**config.mk**
```make
export PLATFORM = sky130hd
export DESIGN_NAME = scpm_clock_power_ctrl
export DESIGN_NICKNAME = d
export VERILOG_FILES = /design/src/scpm_clock_power_ctrl.v
export VERILOG_INCLUDE_DIRS = /design/src
export SDC_FILE = /design/constraint.sdc
export NUM_CORES = 1
export LEC_CHECK = 0
export ABC_AREA = 1
export ABC_CLOCK_PERIOD_IN_PS = 2210
export BUFFER_PORTS_ARGS = -buffer_cell sky130_fd_sc_hd__buf_2
export CORE_ASPECT_RATIO = 1.1
export CORE_MARGIN = 2
export CORE_UTILIZATION = 51
export CTS_CLUSTER_DIAMETER = 80
export DETAILED_ROUTE_END_ITERATION = 10
export GPL_ROUTABILITY_DRIVEN = 1
export PLACE_DENSITY_LB_ADDON = 0.05
export SYNTH_ARGS = -nofsm -noshare
export SYNTH_HDL_FRONTEND = slang
export SYNTH_SLANG_ARGS = --single-unit
```
**constraint.sdc**
```tcl
create_clock -name sys_clk_in -period 2.21 [get_ports sys_clk_in]
set_input_delay 0.221 -clock sys_clk_in [delete_from_list [all_inputs] [get_ports sys_clk_in]]
set_output_delay 0.221 -clock sys_clk_in [all_outputs]
set_load 0.02 [all_outputs]
```
**src/scpm_consts.vh**
```
// Register offsets, field positions, reset values and timing counts
`ifndef SCPM_CONSTS_VH
`define SCPM_CONSTS_VH

// Word offsets on the register bus (byte address = 4 * index)
`define SCPM_IDX_CLK_MODE     2'd0
`define SCPM_IDX_IDLE_CTRL    2'd1
`define SCPM_IDX_IRQ_STATUS   2'd2
`define SCPM_IDX_IRQ_MASK     2'd3

// clock_mode_select fields
`define SCPM_CMS_CKS_HI       7
`define SCPM_CMS_CKS_LO       5
`define SCPM_CMS_LTO          3
`define SCPM_CMS_HTO          2
`define SCPM_CMS_IDLE_SELECT        1
`define SCPM_CMS_HSEL         0
`define SCPM_CMS_RESET        8'hc2

// idle_clock_and_reset_cause fields
`define SCPM_ICR_IDLE_SYSTEM_CLOCK_KEEP       7
`define SCPM_ICR_LOW_VOLTAGE_RESET_CAUSE         2
`define SCPM_ICR_LRF          1
`define SCPM_ICR_WRF          0
`define SCPM_ICR_RESET        8'h00

// Interrupt status bits
`define SCPM_IRQ_HALT         0
`define SCPM_IRQ_WAKE         1
`define SCPM_IRQ_HRDY         2
`define SCPM_IRQ_RSTCAUSE     3

// Oscillator settle counts, in cycles of the running oscillator
`define SCPM_LOW_SETTLE       2'd2
`define SCPM_HIGH_SETTLE      5'd16

// Clock select codes
`define SCPM_CKS_LOW0         3'b000
`define SCPM_CKS_LOW1         3'b001
`define SCPM_CKS_DIV64        3'b010
`define SCPM_CKS_DIV2         3'b111

// Operating modes
`define SCPM_MODE_NORMAL      3'd0
`define SCPM_MODE_SLOW        3'd1
`define SCPM_MODE_SLEEP       3'd2
`define SCPM_MODE_IDLE_CLOCK_STOPPED_MODE       3'd3
`define SCPM_MODE_IDLE_CLOCK_RUNNING_MODE       3'd4

`endif

```
**src/scpm_clock_power_ctrl.v**
```verilog
// System clock select and power mode controller with Avalon-MM registers
// Contract
// - Halt with idle_select 0 enters sleep: CPU and time base stop.
// - Halt, idle_select 1, clock keep 0: idle_clock_stopped_mode, system oscillator stops.
// - Halt, idle_select 1, clock keep 1: idle_clock_running_mode, only CPU stops.
// - Sleep holds CPU stopped with no system clock; low clock runs.
// - Voltage detect enabled at halt keeps detector, bandgap, low clock on.
// - High select 0: codes 000/001 low clock, 010..111 divide 64..2.
// - High select 1 uses undivided high-speed clock.
// - Moving to low clock stops high oscillator and all its dividers.
// - Read-only low oscillator ready flag rises 1 to 2 cycles later.
// - Read-only high ready flag, low in sleep/idle_clock_stopped_mode, rises after 15-16; code raises it on the fifteenth high tick.
// - Slow switch completes only once low oscillator is ready.
// - Low-voltage reset sets cause flag; only software write 0 clears (code also clears it on rst_n_in).
// - Bad threshold register value sets flag and resets; software clears.
// - Bad watchdog control sets flag and resets; software write 0 clears.
// - Halt mode uses idle bits; run mode uses clock select only.
// - Any halt sets power-down flag, clears timeout, clears watchdog.
// - Port falling edge, interrupt or watchdog overflow wakes device.
//
// Design decisions made here: the register addresses and the Avalon-MM slave port.
`timescale 1ns/10ps
`default_nettype none
`include "scpm_consts.vh"

module scpm_clock_power_ctrl (
    input  wire        sys_clk_in,
    input  wire        rst_n_in,
    input  wire [3:0]  avs_address_in,
    input  wire        avs_read_in,
    input  wire        avs_write_in,
    input  wire [31:0] avs_writedata_in,
    input  wire [3:0]  avs_byteenable_in,
    output reg  [31:0] avs_readdata_out,
    output reg         avs_waitrequest_out,
    input  wire        halt_exec_in,
    input  wire        voltage_detect_enable_in,
    input  wire        low_voltage_reset_event_in,
    input  wire        voltage_threshold_bad_in,
    input  wire        watchdog_ctrl_bad_in,
    input  wire        port_wake_fall_in,
    input  wire        sys_irq_wake_in,
    input  wire        wdt_overflow_in,
    input  wire        high_osc_tick_in,
    input  wire        low_osc_tick_in,
    output reg         cpu_run_out,
    output reg         sys_clk_en_out,
    output reg         time_base_clk_en_out,
    output reg         low_osc_en_out,
    output reg         high_osc_en_out,
    output reg  [6:0]  high_div_tap_en_out,
    output reg         lvd_bandgap_keep_out,
    output reg         power_down_flag_out,
    output reg         wdt_timeout_clr_out,
    output reg         wdt_clear_out,
    output reg         wdt_reset_req_out,
    output reg         soft_reset_req_out,
    output reg  [2:0]  op_mode_out,
    output reg         irq_out
);

    reg  [2:0] clock_select_field_r;
    reg        idle_select_r;
    reg        high_speed_select_r;
    reg        idle_system_clock_keep_r;
    reg        low_voltage_reset_cause_r;
    reg        voltage_threshold_reg_reset_flag_r;
    reg        watchdog_ctrl_reset_flag_r;
    reg        low_osc_ready_flag_r;
    reg        high_osc_ready_flag_r;
    reg  [1:0] low_cnt_r;
    reg  [4:0] high_cnt_r;
    reg  [2:0] mode_r;
    reg        halted_r;
    reg  [3:0] irq_status_r;
    reg  [3:0] irq_mask_r;
    reg  [5:0] div_cnt_r;
    reg        high_rdy_d_r;

    wire       bus_req   = avs_read_in | avs_write_in;
    wire [1:0] reg_idx   = avs_address_in[3:2];
    wire       wr_lo     = avs_write_in & avs_byteenable_in[0] &
                           ~avs_waitrequest_out;
    wire       rd_take   = avs_read_in & ~avs_waitrequest_out;
    wire       low_code  = (clock_select_field_r == `SCPM_CKS_LOW0) ||
                           (clock_select_field_r == `SCPM_CKS_LOW1);
    // Run mode follows only the select fields
    wire       want_slow = ~high_speed_select_r & low_code;
    wire       wake      = port_wake_fall_in | sys_irq_wake_in |
                           wdt_overflow_in;
    // A held halt level must not replay the entry side effects
    wire       halt_go   = halt_exec_in & ~halted_r;
    wire       rst_cause = low_voltage_reset_event_in |
                           voltage_threshold_bad_in | watchdog_ctrl_bad_in;

    reg  [2:0] mode_nxt;
    reg  [7:0] cms_rd;
    reg  [7:0] icr_rd;
    reg  [6:0] tap_nxt;

    // Halt target decided from the idle bits sampled this cycle
    always @* begin
        mode_nxt = mode_r;
        if (halted_r) begin
            if (wake) begin
                // Wake clears the low ready flag, so slow must wait for it
                mode_nxt = `SCPM_MODE_NORMAL;
            end
        end else if (halt_exec_in) begin
            if (!idle_select_r) begin
                mode_nxt = `SCPM_MODE_SLEEP;
            end else if (!idle_system_clock_keep_r) begin
                mode_nxt = `SCPM_MODE_IDLE_CLOCK_STOPPED_MODE;
            end else begin
                mode_nxt = `SCPM_MODE_IDLE_CLOCK_RUNNING_MODE;
            end
        end else if (want_slow && low_osc_ready_flag_r) begin
            mode_nxt = `SCPM_MODE_SLOW;
        end else if (!want_slow) begin
            mode_nxt = `SCPM_MODE_NORMAL;
        end
    end

    always @* begin
        cms_rd = 8'h00;
        cms_rd[`SCPM_CMS_CKS_HI:`SCPM_CMS_CKS_LO] = clock_select_field_r;
        cms_rd[`SCPM_CMS_LTO]   = low_osc_ready_flag_r;
        cms_rd[`SCPM_CMS_HTO]   = high_osc_ready_flag_r;
        cms_rd[`SCPM_CMS_IDLE_SELECT] = idle_select_r;
        cms_rd[`SCPM_CMS_HSEL]  = high_speed_select_r;
    end

    // Unimplemented bits read as zero
    always @* begin
        icr_rd = 8'h00;
        icr_rd[`SCPM_ICR_IDLE_SYSTEM_CLOCK_KEEP] = idle_system_clock_keep_r;
        icr_rd[`SCPM_ICR_LOW_VOLTAGE_RESET_CAUSE]   = low_voltage_reset_cause_r;
        icr_rd[`SCPM_ICR_LRF]    = voltage_threshold_reg_reset_flag_r;
        icr_rd[`SCPM_ICR_WRF]    = watchdog_ctrl_reset_flag_r;
    end

    // Bus slave: one wait cycle, then the access completes
    always @(posedge sys_clk_in) begin
        if (!rst_n_in) begin
            avs_waitrequest_out <= 1'b1;
            avs_readdata_out    <= 32'h0000_0000;
        end else begin
            avs_waitrequest_out <= ~(bus_req & avs_waitrequest_out);
            if (bus_req && avs_waitrequest_out) begin
                case (reg_idx)
                    `SCPM_IDX_CLK_MODE:   avs_readdata_out <= {24'h0, cms_rd};
                    `SCPM_IDX_IDLE_CTRL:  avs_readdata_out <= {24'h0, icr_rd};
                    `SCPM_IDX_IRQ_STATUS: avs_readdata_out <=
                                              {28'h0, irq_status_r};
                    `SCPM_IDX_IRQ_MASK:   avs_readdata_out <=
                                              {28'h0, irq_mask_r};
                    default:              avs_readdata_out <= 32'h0;
                endcase
            end
        end
    end

    // Software fields and reset-cause flags; set beats software clear
    always @(posedge sys_clk_in) begin
        if (!rst_n_in) begin
            clock_select_field_r     <= 3'b110;
            idle_select_r            <= 1'b1;
            high_speed_select_r      <= 1'b0;
            idle_system_clock_keep_r <= 1'b0;
            low_voltage_reset_cause_r          <= 1'b0;
            voltage_threshold_reg_reset_flag_r <= 1'b0;
            watchdog_ctrl_reset_flag_r         <= 1'b0;
            irq_mask_r               <= 4'h0;
        end else begin
            if (wr_lo && reg_idx == `SCPM_IDX_CLK_MODE) begin
                clock_select_field_r <= avs_writedata_in[7:5];
                idle_select_r        <= avs_writedata_in[`SCPM_CMS_IDLE_SELECT];
                high_speed_select_r  <= avs_writedata_in[`SCPM_CMS_HSEL];
            end
            if (wr_lo && reg_idx == `SCPM_IDX_IDLE_CTRL) begin
                idle_system_clock_keep_r <= avs_writedata_in[7];
                // Flags can only be written to zero
                if (!avs_writedata_in[`SCPM_ICR_LOW_VOLTAGE_RESET_CAUSE]) begin
                    low_voltage_reset_cause_r <= 1'b0;
                end
                if (!avs_writedata_in[`SCPM_ICR_LRF]) begin
                    voltage_threshold_reg_reset_flag_r <= 1'b0;
                end
                if (!avs_writedata_in[`SCPM_ICR_WRF]) begin
                    watchdog_ctrl_reset_flag_r <= 1'b0;
                end
            end
            if (wr_lo && reg_idx == `SCPM_IDX_IRQ_MASK) begin
                irq_mask_r <= avs_writedata_in[3:0];
            end
            // Set is written last so an event beats a same-cycle clear
            if (low_voltage_reset_event_in) begin
                low_voltage_reset_cause_r <= 1'b1;
            end
            if (voltage_threshold_bad_in) begin
                voltage_threshold_reg_reset_flag_r <= 1'b1;
            end
            if (watchdog_ctrl_bad_in) begin
                watchdog_ctrl_reset_flag_r <= 1'b1;
            end
        end
    end

    // Mode state and halt side effects
    always @(posedge sys_clk_in) begin
        if (!rst_n_in) begin
            mode_r              <= `SCPM_MODE_NORMAL;
            halted_r            <= 1'b0;
            power_down_flag_out <= 1'b0;
            wdt_timeout_clr_out <= 1'b0;
            wdt_clear_out       <= 1'b0;
            wdt_reset_req_out   <= 1'b0;
            soft_reset_req_out  <= 1'b0;
        end else begin
            mode_r              <= mode_nxt;
            wdt_timeout_clr_out <= halt_go;
            wdt_clear_out       <= halt_go;
            wdt_reset_req_out   <= halted_r & wdt_overflow_in;
            soft_reset_req_out  <= voltage_threshold_bad_in |
                                   watchdog_ctrl_bad_in;
            if (halt_go) begin
                halted_r            <= 1'b1;
                power_down_flag_out <= 1'b1;
            end else if (halted_r && wake) begin
                halted_r <= 1'b0;
            end
        end
    end

    // Oscillator ready flags count ticks of their own oscillator
    always @(posedge sys_clk_in) begin
        if (!rst_n_in) begin
            low_osc_ready_flag_r  <= 1'b0;
            high_osc_ready_flag_r <= 1'b0;
            low_cnt_r             <= 2'd0;
            high_cnt_r            <= 5'd0;
        end else begin
            if (halted_r && wake) begin
                low_osc_ready_flag_r <= 1'b0;
                low_cnt_r            <= 2'd0;
            end else if (!low_osc_ready_flag_r && low_osc_tick_in) begin
                // Ready on the second low clock tick
                if (low_cnt_r == `SCPM_LOW_SETTLE - 2'd1) begin
                    low_osc_ready_flag_r <= 1'b1;
                end
                low_cnt_r <= low_cnt_r + 2'd1;
            end
            if (!high_osc_en_out || (halted_r && wake)) begin
                high_osc_ready_flag_r <= 1'b0;
                high_cnt_r            <= 5'd0;
            end else if (!high_osc_ready_flag_r && high_osc_tick_in) begin
                // Flag rises on the fifteenth tick after enable
                if (high_cnt_r == `SCPM_HIGH_SETTLE - 5'd2) begin
                    high_osc_ready_flag_r <= 1'b1;
                end
                high_cnt_r <= high_cnt_r + 5'd1;
            end
        end
    end

    // High clock divider chain, running only while the oscillator runs
    always @(posedge sys_clk_in) begin
        if (!rst_n_in) begin
            div_cnt_r <= 6'd0;
        end else if (!high_osc_en_out) begin
            div_cnt_r <= 6'd0;
        end else if (high_osc_tick_in) begin
            div_cnt_r <= div_cnt_r + 6'd1;
        end
    end

    // Tap k is divide by 2**k; taps are enables, gating lives outside
    always @* begin
        tap_nxt = 7'h00;
        if (!high_osc_en_out) begin
            tap_nxt = 7'h00;
        end else if (high_speed_select_r) begin
            tap_nxt = 7'h01;
        end else begin
            case (clock_select_field_r)
                `SCPM_CKS_DIV64: tap_nxt = 7'h40;
                3'h3:            tap_nxt = 7'h20;
                3'h4:            tap_nxt = 7'h10;
                3'h5:            tap_nxt = 7'h08;
                3'h6:            tap_nxt = 7'h04;
                `SCPM_CKS_DIV2:  tap_nxt = 7'h02;
                default:         tap_nxt = 7'h00;
            endcase
        end
    end

    // Clock gating outputs from the mode
    always @(posedge sys_clk_in) begin
        if (!rst_n_in) begin
            cpu_run_out          <= 1'b0;
            sys_clk_en_out       <= 1'b0;
            time_base_clk_en_out <= 1'b0;
            low_osc_en_out       <= 1'b0;
            high_osc_en_out      <= 1'b0;
            high_div_tap_en_out  <= 7'h00;
            lvd_bandgap_keep_out <= 1'b0;
            op_mode_out          <= `SCPM_MODE_NORMAL;
        end else begin
            op_mode_out <= mode_nxt;
            cpu_run_out <= (mode_nxt == `SCPM_MODE_NORMAL) ||
                           (mode_nxt == `SCPM_MODE_SLOW);
            sys_clk_en_out <= (mode_nxt == `SCPM_MODE_NORMAL) ||
                              (mode_nxt == `SCPM_MODE_SLOW) ||
                              (mode_nxt == `SCPM_MODE_IDLE_CLOCK_RUNNING_MODE);
            time_base_clk_en_out <=
                mode_nxt != `SCPM_MODE_SLEEP;
            // Low clock never stops in any listed mode
            low_osc_en_out <= 1'b1;
            lvd_bandgap_keep_out <= voltage_detect_enable_in &
                (halted_r | halt_go);
            // High oscillator off in slow, sleep, idle_clock_stopped_mode and slow-idle_clock_running_mode
            high_osc_en_out <= (mode_nxt == `SCPM_MODE_NORMAL) ||
                ((mode_nxt == `SCPM_MODE_IDLE_CLOCK_RUNNING_MODE) && !want_slow) ||
                ((mode_nxt == `SCPM_MODE_SLOW) && !low_osc_ready_flag_r);
            high_div_tap_en_out <= tap_nxt;
        end
    end

    // Interrupt status: sticky, read clears, new event wins
    always @(posedge sys_clk_in) begin
        if (!rst_n_in) begin
            irq_status_r <= 4'h0;
            high_rdy_d_r <= 1'b0;
            irq_out      <= 1'b0;
        end else begin
            high_rdy_d_r <= high_osc_ready_flag_r;
            irq_status_r <=
                ((rd_take && reg_idx == `SCPM_IDX_IRQ_STATUS) ?
                    4'h0 : irq_status_r) |
                {rst_cause, high_osc_ready_flag_r & ~high_rdy_d_r,
                 halted_r & wake, halt_go};
            irq_out <= |(irq_status_r & irq_mask_r);
        end
    end

endmodule
`default_nettype wire

```
# Yosys cells after proc, flatten, opt, wreduce, memory -nomap -nowiden
# Index checks and enable logic that the tools add are counted.
# word_totals
ff_bits,82
out_inout_bits,55
wordCells,138
# classes
n_addsub,2
n_eq_ne,18
n_mux,23
bitwise,26
reduce_logical,38
# ops
cell,n
$pmux 32 s4,1
$pmux 7 s6,1
$mux 3,7
$eq 3x3->1 const B,5
$mux 1,13
$reduce_and 2->1,6
$logic_and 1x1->1,11
$and 1x1->1,10
$reduce_bool 2->1,4
$not 1->1,7
$or 1x1->1,7
$eq 3x1->1 const B,2
$eq 3x2->1 const B,2
$logic_not 3->1,2
$logic_or 1x1->1,6
$ne 2x1->1 const B,3
$add 5x1->5 const B,1
$eq 5x4->1 const B,1
$and 4x4->4,1
$eq 2x1->1 const B,2
$eq 2x2->1 const B,2
$logic_not 1->1,4
$mux 4,1
$or 4x4->4,1
other kinds (6),7

# Depth between registers and ports, before layout
# logic_depth
word_depth,11
ltp_mapped,10

# Worst setup path after synthesis
# Ideal clock, no wire load.
# synth_timing
path_kind,reg-to-reg
from,reg avs_waitrequest_out
to,reg avs_readdata_out[0]
setup_ps,134
arrival_ps,960
required_time_ps,2076
slack_ps,1117
stages_incl_launch_ff,6
cell_sequence,dfxtp_1 -> inv_2 -> nor2_4 -> inv_2 -> a21oi_1 -> a41oi_1
# synth_via
elab_chain_cells,1
# synth_lines
element,line_no,text
"start, declared",scpm_clock_power_ctrl.v:35,"output reg avs_waitrequest_out,"
"start signal, assigned",scpm_clock_power_ctrl.v:148,avs_waitrequest_out <= ~(bus_req & avs_waitrequest_out);
$logic_and 1x1->1,scpm_clock_power_ctrl.v:149,if (bus_req && avs_waitrequest_out) begin
"end signal, assigned",scpm_clock_power_ctrl.v:151,"`SCPM_IDX_CLK_MODE: avs_readdata_out <= {24'h0, cms_rd};"
"end signal, assigned",scpm_clock_power_ctrl.v:152,"`SCPM_IDX_IDLE_CTRL: avs_readdata_out <= {24'h0, icr_rd};"
"end signal, assigned",scpm_clock_power_ctrl.v:153,`SCPM_IDX_IRQ_STATUS: avs_readdata_out <=
"end, declared",scpm_clock_power_ctrl.v:34,"output reg [31:0] avs_readdata_out,"
# Every way passes these cells.
# A chain may end at the register's enable or synchronous reset.

# Worst setup path in the final report
# layout_timing
from,reg halted_r
to,reg sys_clk_en_out
# layout_via
elab_chain_cells,4
# layout_lines
element,line_no,text
"start, declared",scpm_clock_power_ctrl.v:74,reg halted_r;
"start signal, assigned",scpm_clock_power_ctrl.v:213,halted_r <= 1'b0;
"start signal, assigned",scpm_clock_power_ctrl.v:227,halted_r <= 1'b1;
"start signal, assigned",scpm_clock_power_ctrl.v:230,halted_r <= 1'b0;
$mux 3 *,scpm_clock_power_ctrl.v:104,if (halted_r) begin
$eq 3x1->1 (no line) / $logic_not 3->1 (equally long branches),--,
$logic_or 1x1->1,scpm_clock_power_ctrl.v:312,sys_clk_en_out <= (mode_nxt == `SCPM_MODE_NORMAL) ||
$logic_or 1x1->1 *,scpm_clock_power_ctrl.v:312,
"end signal, assigned",scpm_clock_power_ctrl.v:312,
"end, declared",scpm_clock_power_ctrl.v:47,"output reg sys_clk_en_out,"
# Every way passes the cells marked *; elsewhere a longest branch is shown, timed or not.

==> results.toml <==
[setup_path]
max_stage_delay_ns = 0.36
crit_required_ns = 2.44
path_class = "reg2reg"
cp-end-kind = "flop"
crit_family = "simple AND/OR/NAND/NOR gates"
startpoint_type = "flop"
path_cells = "nor2_2 > nand3_2 > nand2_2 > inv_1 > nand2_1 > nor2_1 > nand2_1 > nand2_1"
cp.arrival_ns = 1.45
slowest_stage = "dfxtp_1"
cp_max_fo = 5
crit_buf_inv = 1
cp_common_cell = "nand2_1"

[layout]
area_delta_synth_final_pct = 16.1
final_common_cell = "dfxtp_1"
final_cell_mix = "dfxtp_1 (57), buf_2 (53), nand2_1 (47)"
antennaDiodeCount = 0
fillCellCount = 439
post-route-cell-area_um2 = 2910
finalNetCount = 427
drive_gt1_share_pct = 27.5

[logic_synthesis]
syn_area_um2 = 2510
synth_top_flop_cell = "dfxtp_1"
synth.avg_cell_area_um2 = 8.06
ys_types = 33
ys_seq_area_share_pct = 45.5
ys_ff_latch = 57
synth_edf_count = 0
syn_inst = 311
async_flop_share_pct = 0
yosys_warnings = 0

[job]
maxCapViolCount = 0

[global_route]
grt_pass1_wl_mm = 8.14
grt-ovfl-total = 0
antenna_found_initial = 0
grt_max_degree = 27
grt_usage_pct = 19.0
grt_pass1_vias = 1836

[status]
outcome = "finished, final reports clean"

[floorplanning]
start_util_pct = 53.5
coreArea_um2 = 4680
die_h_um = 77.5
placementRows = 26
dieArea_um2 = 5490
pin_count = 109
die_w_um = 70.8

[routing]
ant_nets = 0
drtIter0Drc = 199
routedWlPerCell_um = 11.9
drt_pre_antenna_iters = 4
drc = 0
totalWireLength_mm = 5.15
vias = 2067
vias_per_cell = 4.80

[timing]
hold_viol = 0
rsz0062_at_grt = "false"
min_period_ns = 1.23
fin_crit_sh_pct = 55.6
setup_tns_ns = 0
setup_viol = 0
finalClockSkew_ns = 0.00433
final-max-slew-violation-count = 0
max_freq_ghz = 0.814

[clocking]
insertion_delay_ns = 0.33
hold_buffers = 0
cts_setup_buffers = 0
cts-buffers-inserted = 9
clk_pin_slew_worst_paths_ns = 0.06
cts_tree = "built"
cts_resized = 0
cts-root-buf = "clkbuf_8"
cts_sinks = 57
cts_htree_levels = 3
clock_path_buffers = 2

[hold_path]
worstHoldPathType = "in2reg"

[placed_design]
gp_congestion = 0.801
io_buffers = 53
dpl_cell_area_um2 = 2720
dpl.hpwl_mm = 3.83

[power_and_ir_drop]
p_leak_nw = 1.41
cellPowerDensity_nw_per_um2 = 790
irDropWorstVdd_v = 0.000392
-- cell families after synthesis --
logic type | Yosys count | share of synthesized area [%]
xor+xnor | 3 | 1.05
compound gates | 46 | 10.4
other cells | 1 | 0.150
flops | 57 | 45.5
fa+ha+maj | 3 | 1.50
simple gates | 132 | 26.5
buf+inv | 69 | 14.8
-- where the power goes --
group	internal [mW]	switching [mW]	total (mW)
Sequential	1.07	0.0277	1.10
Clock	0.526	0.389	0.915
Combinational	0.0836	0.198	0.282
Total	1.68	0.615	2.30
-- per-stage QoR --
| step | total power [mW] | instances | hold WS [ns] | worst slack, ns | util [%] |
|---|---|---|---|---|---|
| 4_1_cts | 2.32 | 431 | 0.0893 | 0.973 | 62.1 |
| 3_5_place_dp | 1.40 | 415 | 0.418 | 0.988 | 58.0 |
| 6_report | 2.30 | 431 | 0.111 | 0.982 | 62.1 |
| 5_1_grt | 2.40 | 431 | 0.100 | 0.857 | 62.1 |
| 2_1_floorplan | 1.35 | 335 | 0.249 | 1.12 | - |
| 3_3_place_gp | 1.40 | 415 | 0.403 | 0.984 | 58.0 |
-- state kept, by name, indices dropped and copies added (netlist names), 2 cells and up --
signal	cells
avs_readdata_out	7
clock_select_field_r	3
high_cnt_r	5
high_div_tap_en_out	7
irq_mask_r	4
irq_status_r	4
low_cnt_r	2
op_mode_out	3
-- synth_stat cells, types with 3 or more instances --
cell     instances  area, um2
a21oi_1         19       95.1
dfxtp_1         57       1140
nand3_2          3       30.0
nand4_1          7       43.8
inv_1           28        105
nor2_2           7       43.8
nand2_2          4       25.0
nand3_1         13       65.1
o21ai_1          6       30.0
nand2_1         47        176
nor2_1          33        124
o21ai_0         10       50.1
nor2_4           4       45.0
buf_2            3       15.0
buf_4           27        203
nor3_1           6       30.0
ha_1             3       37.5
a41oi_1          5       43.8
inv_2           10       37.5
-- area by class of cell --
type / count / area [um2] / area share [%]
Clock buffer: 14 / 183 / 6.28
Clock inverter: 2 / 10.0 / 0.344
Inverter: 38 / 143 / 4.90
Multi-Input combinational cell: 209 / 1080 / 37.2
Sequential cell: 57 / 1140 / 39.2
Tap cell: 56 / 70.1 / 2.41
Timing Repair Buffer: 55 / 280 / 9.63
-- routing by layer --
| layer | global-route usage (%) | vias to the layer above | share of wire, % |
|---|---|---|---|
| li1 | - | 1077 | - |
| met1 | 24.4 | 920 | 47 |
| met2 | 29.7 | 68 | 47 |
| met3 | 5.58 | 2 | 6.0 |
| met4 | 7.92 | 0 | 0.33 |
| met5 | 0 | - | 0 |
-- final timing paths --
path / slack, ns / to / startpoint / depth (start not counted)
worst max-delay path: 0.98 / sys_clk_en_out / halted_r / 8
worst min-delay path: 0.11 / lvd_bandgap_keep_out / voltage_detect_enable_in / 3
worst max register to register: 0.98 / sys_clk_en_out / halted_r / 8
worst min register to register: 0.42 / irq_status_r[2] / high_rdy_d_r / 1
-- worst min-delay path, delay by kind of cell --
family	cells	cell delay [ns]
buffers and inverters	1	0.10
AND/OR/NAND/NOR	2	0.07
Note: power is estimated with default switching activity, not from simulation.
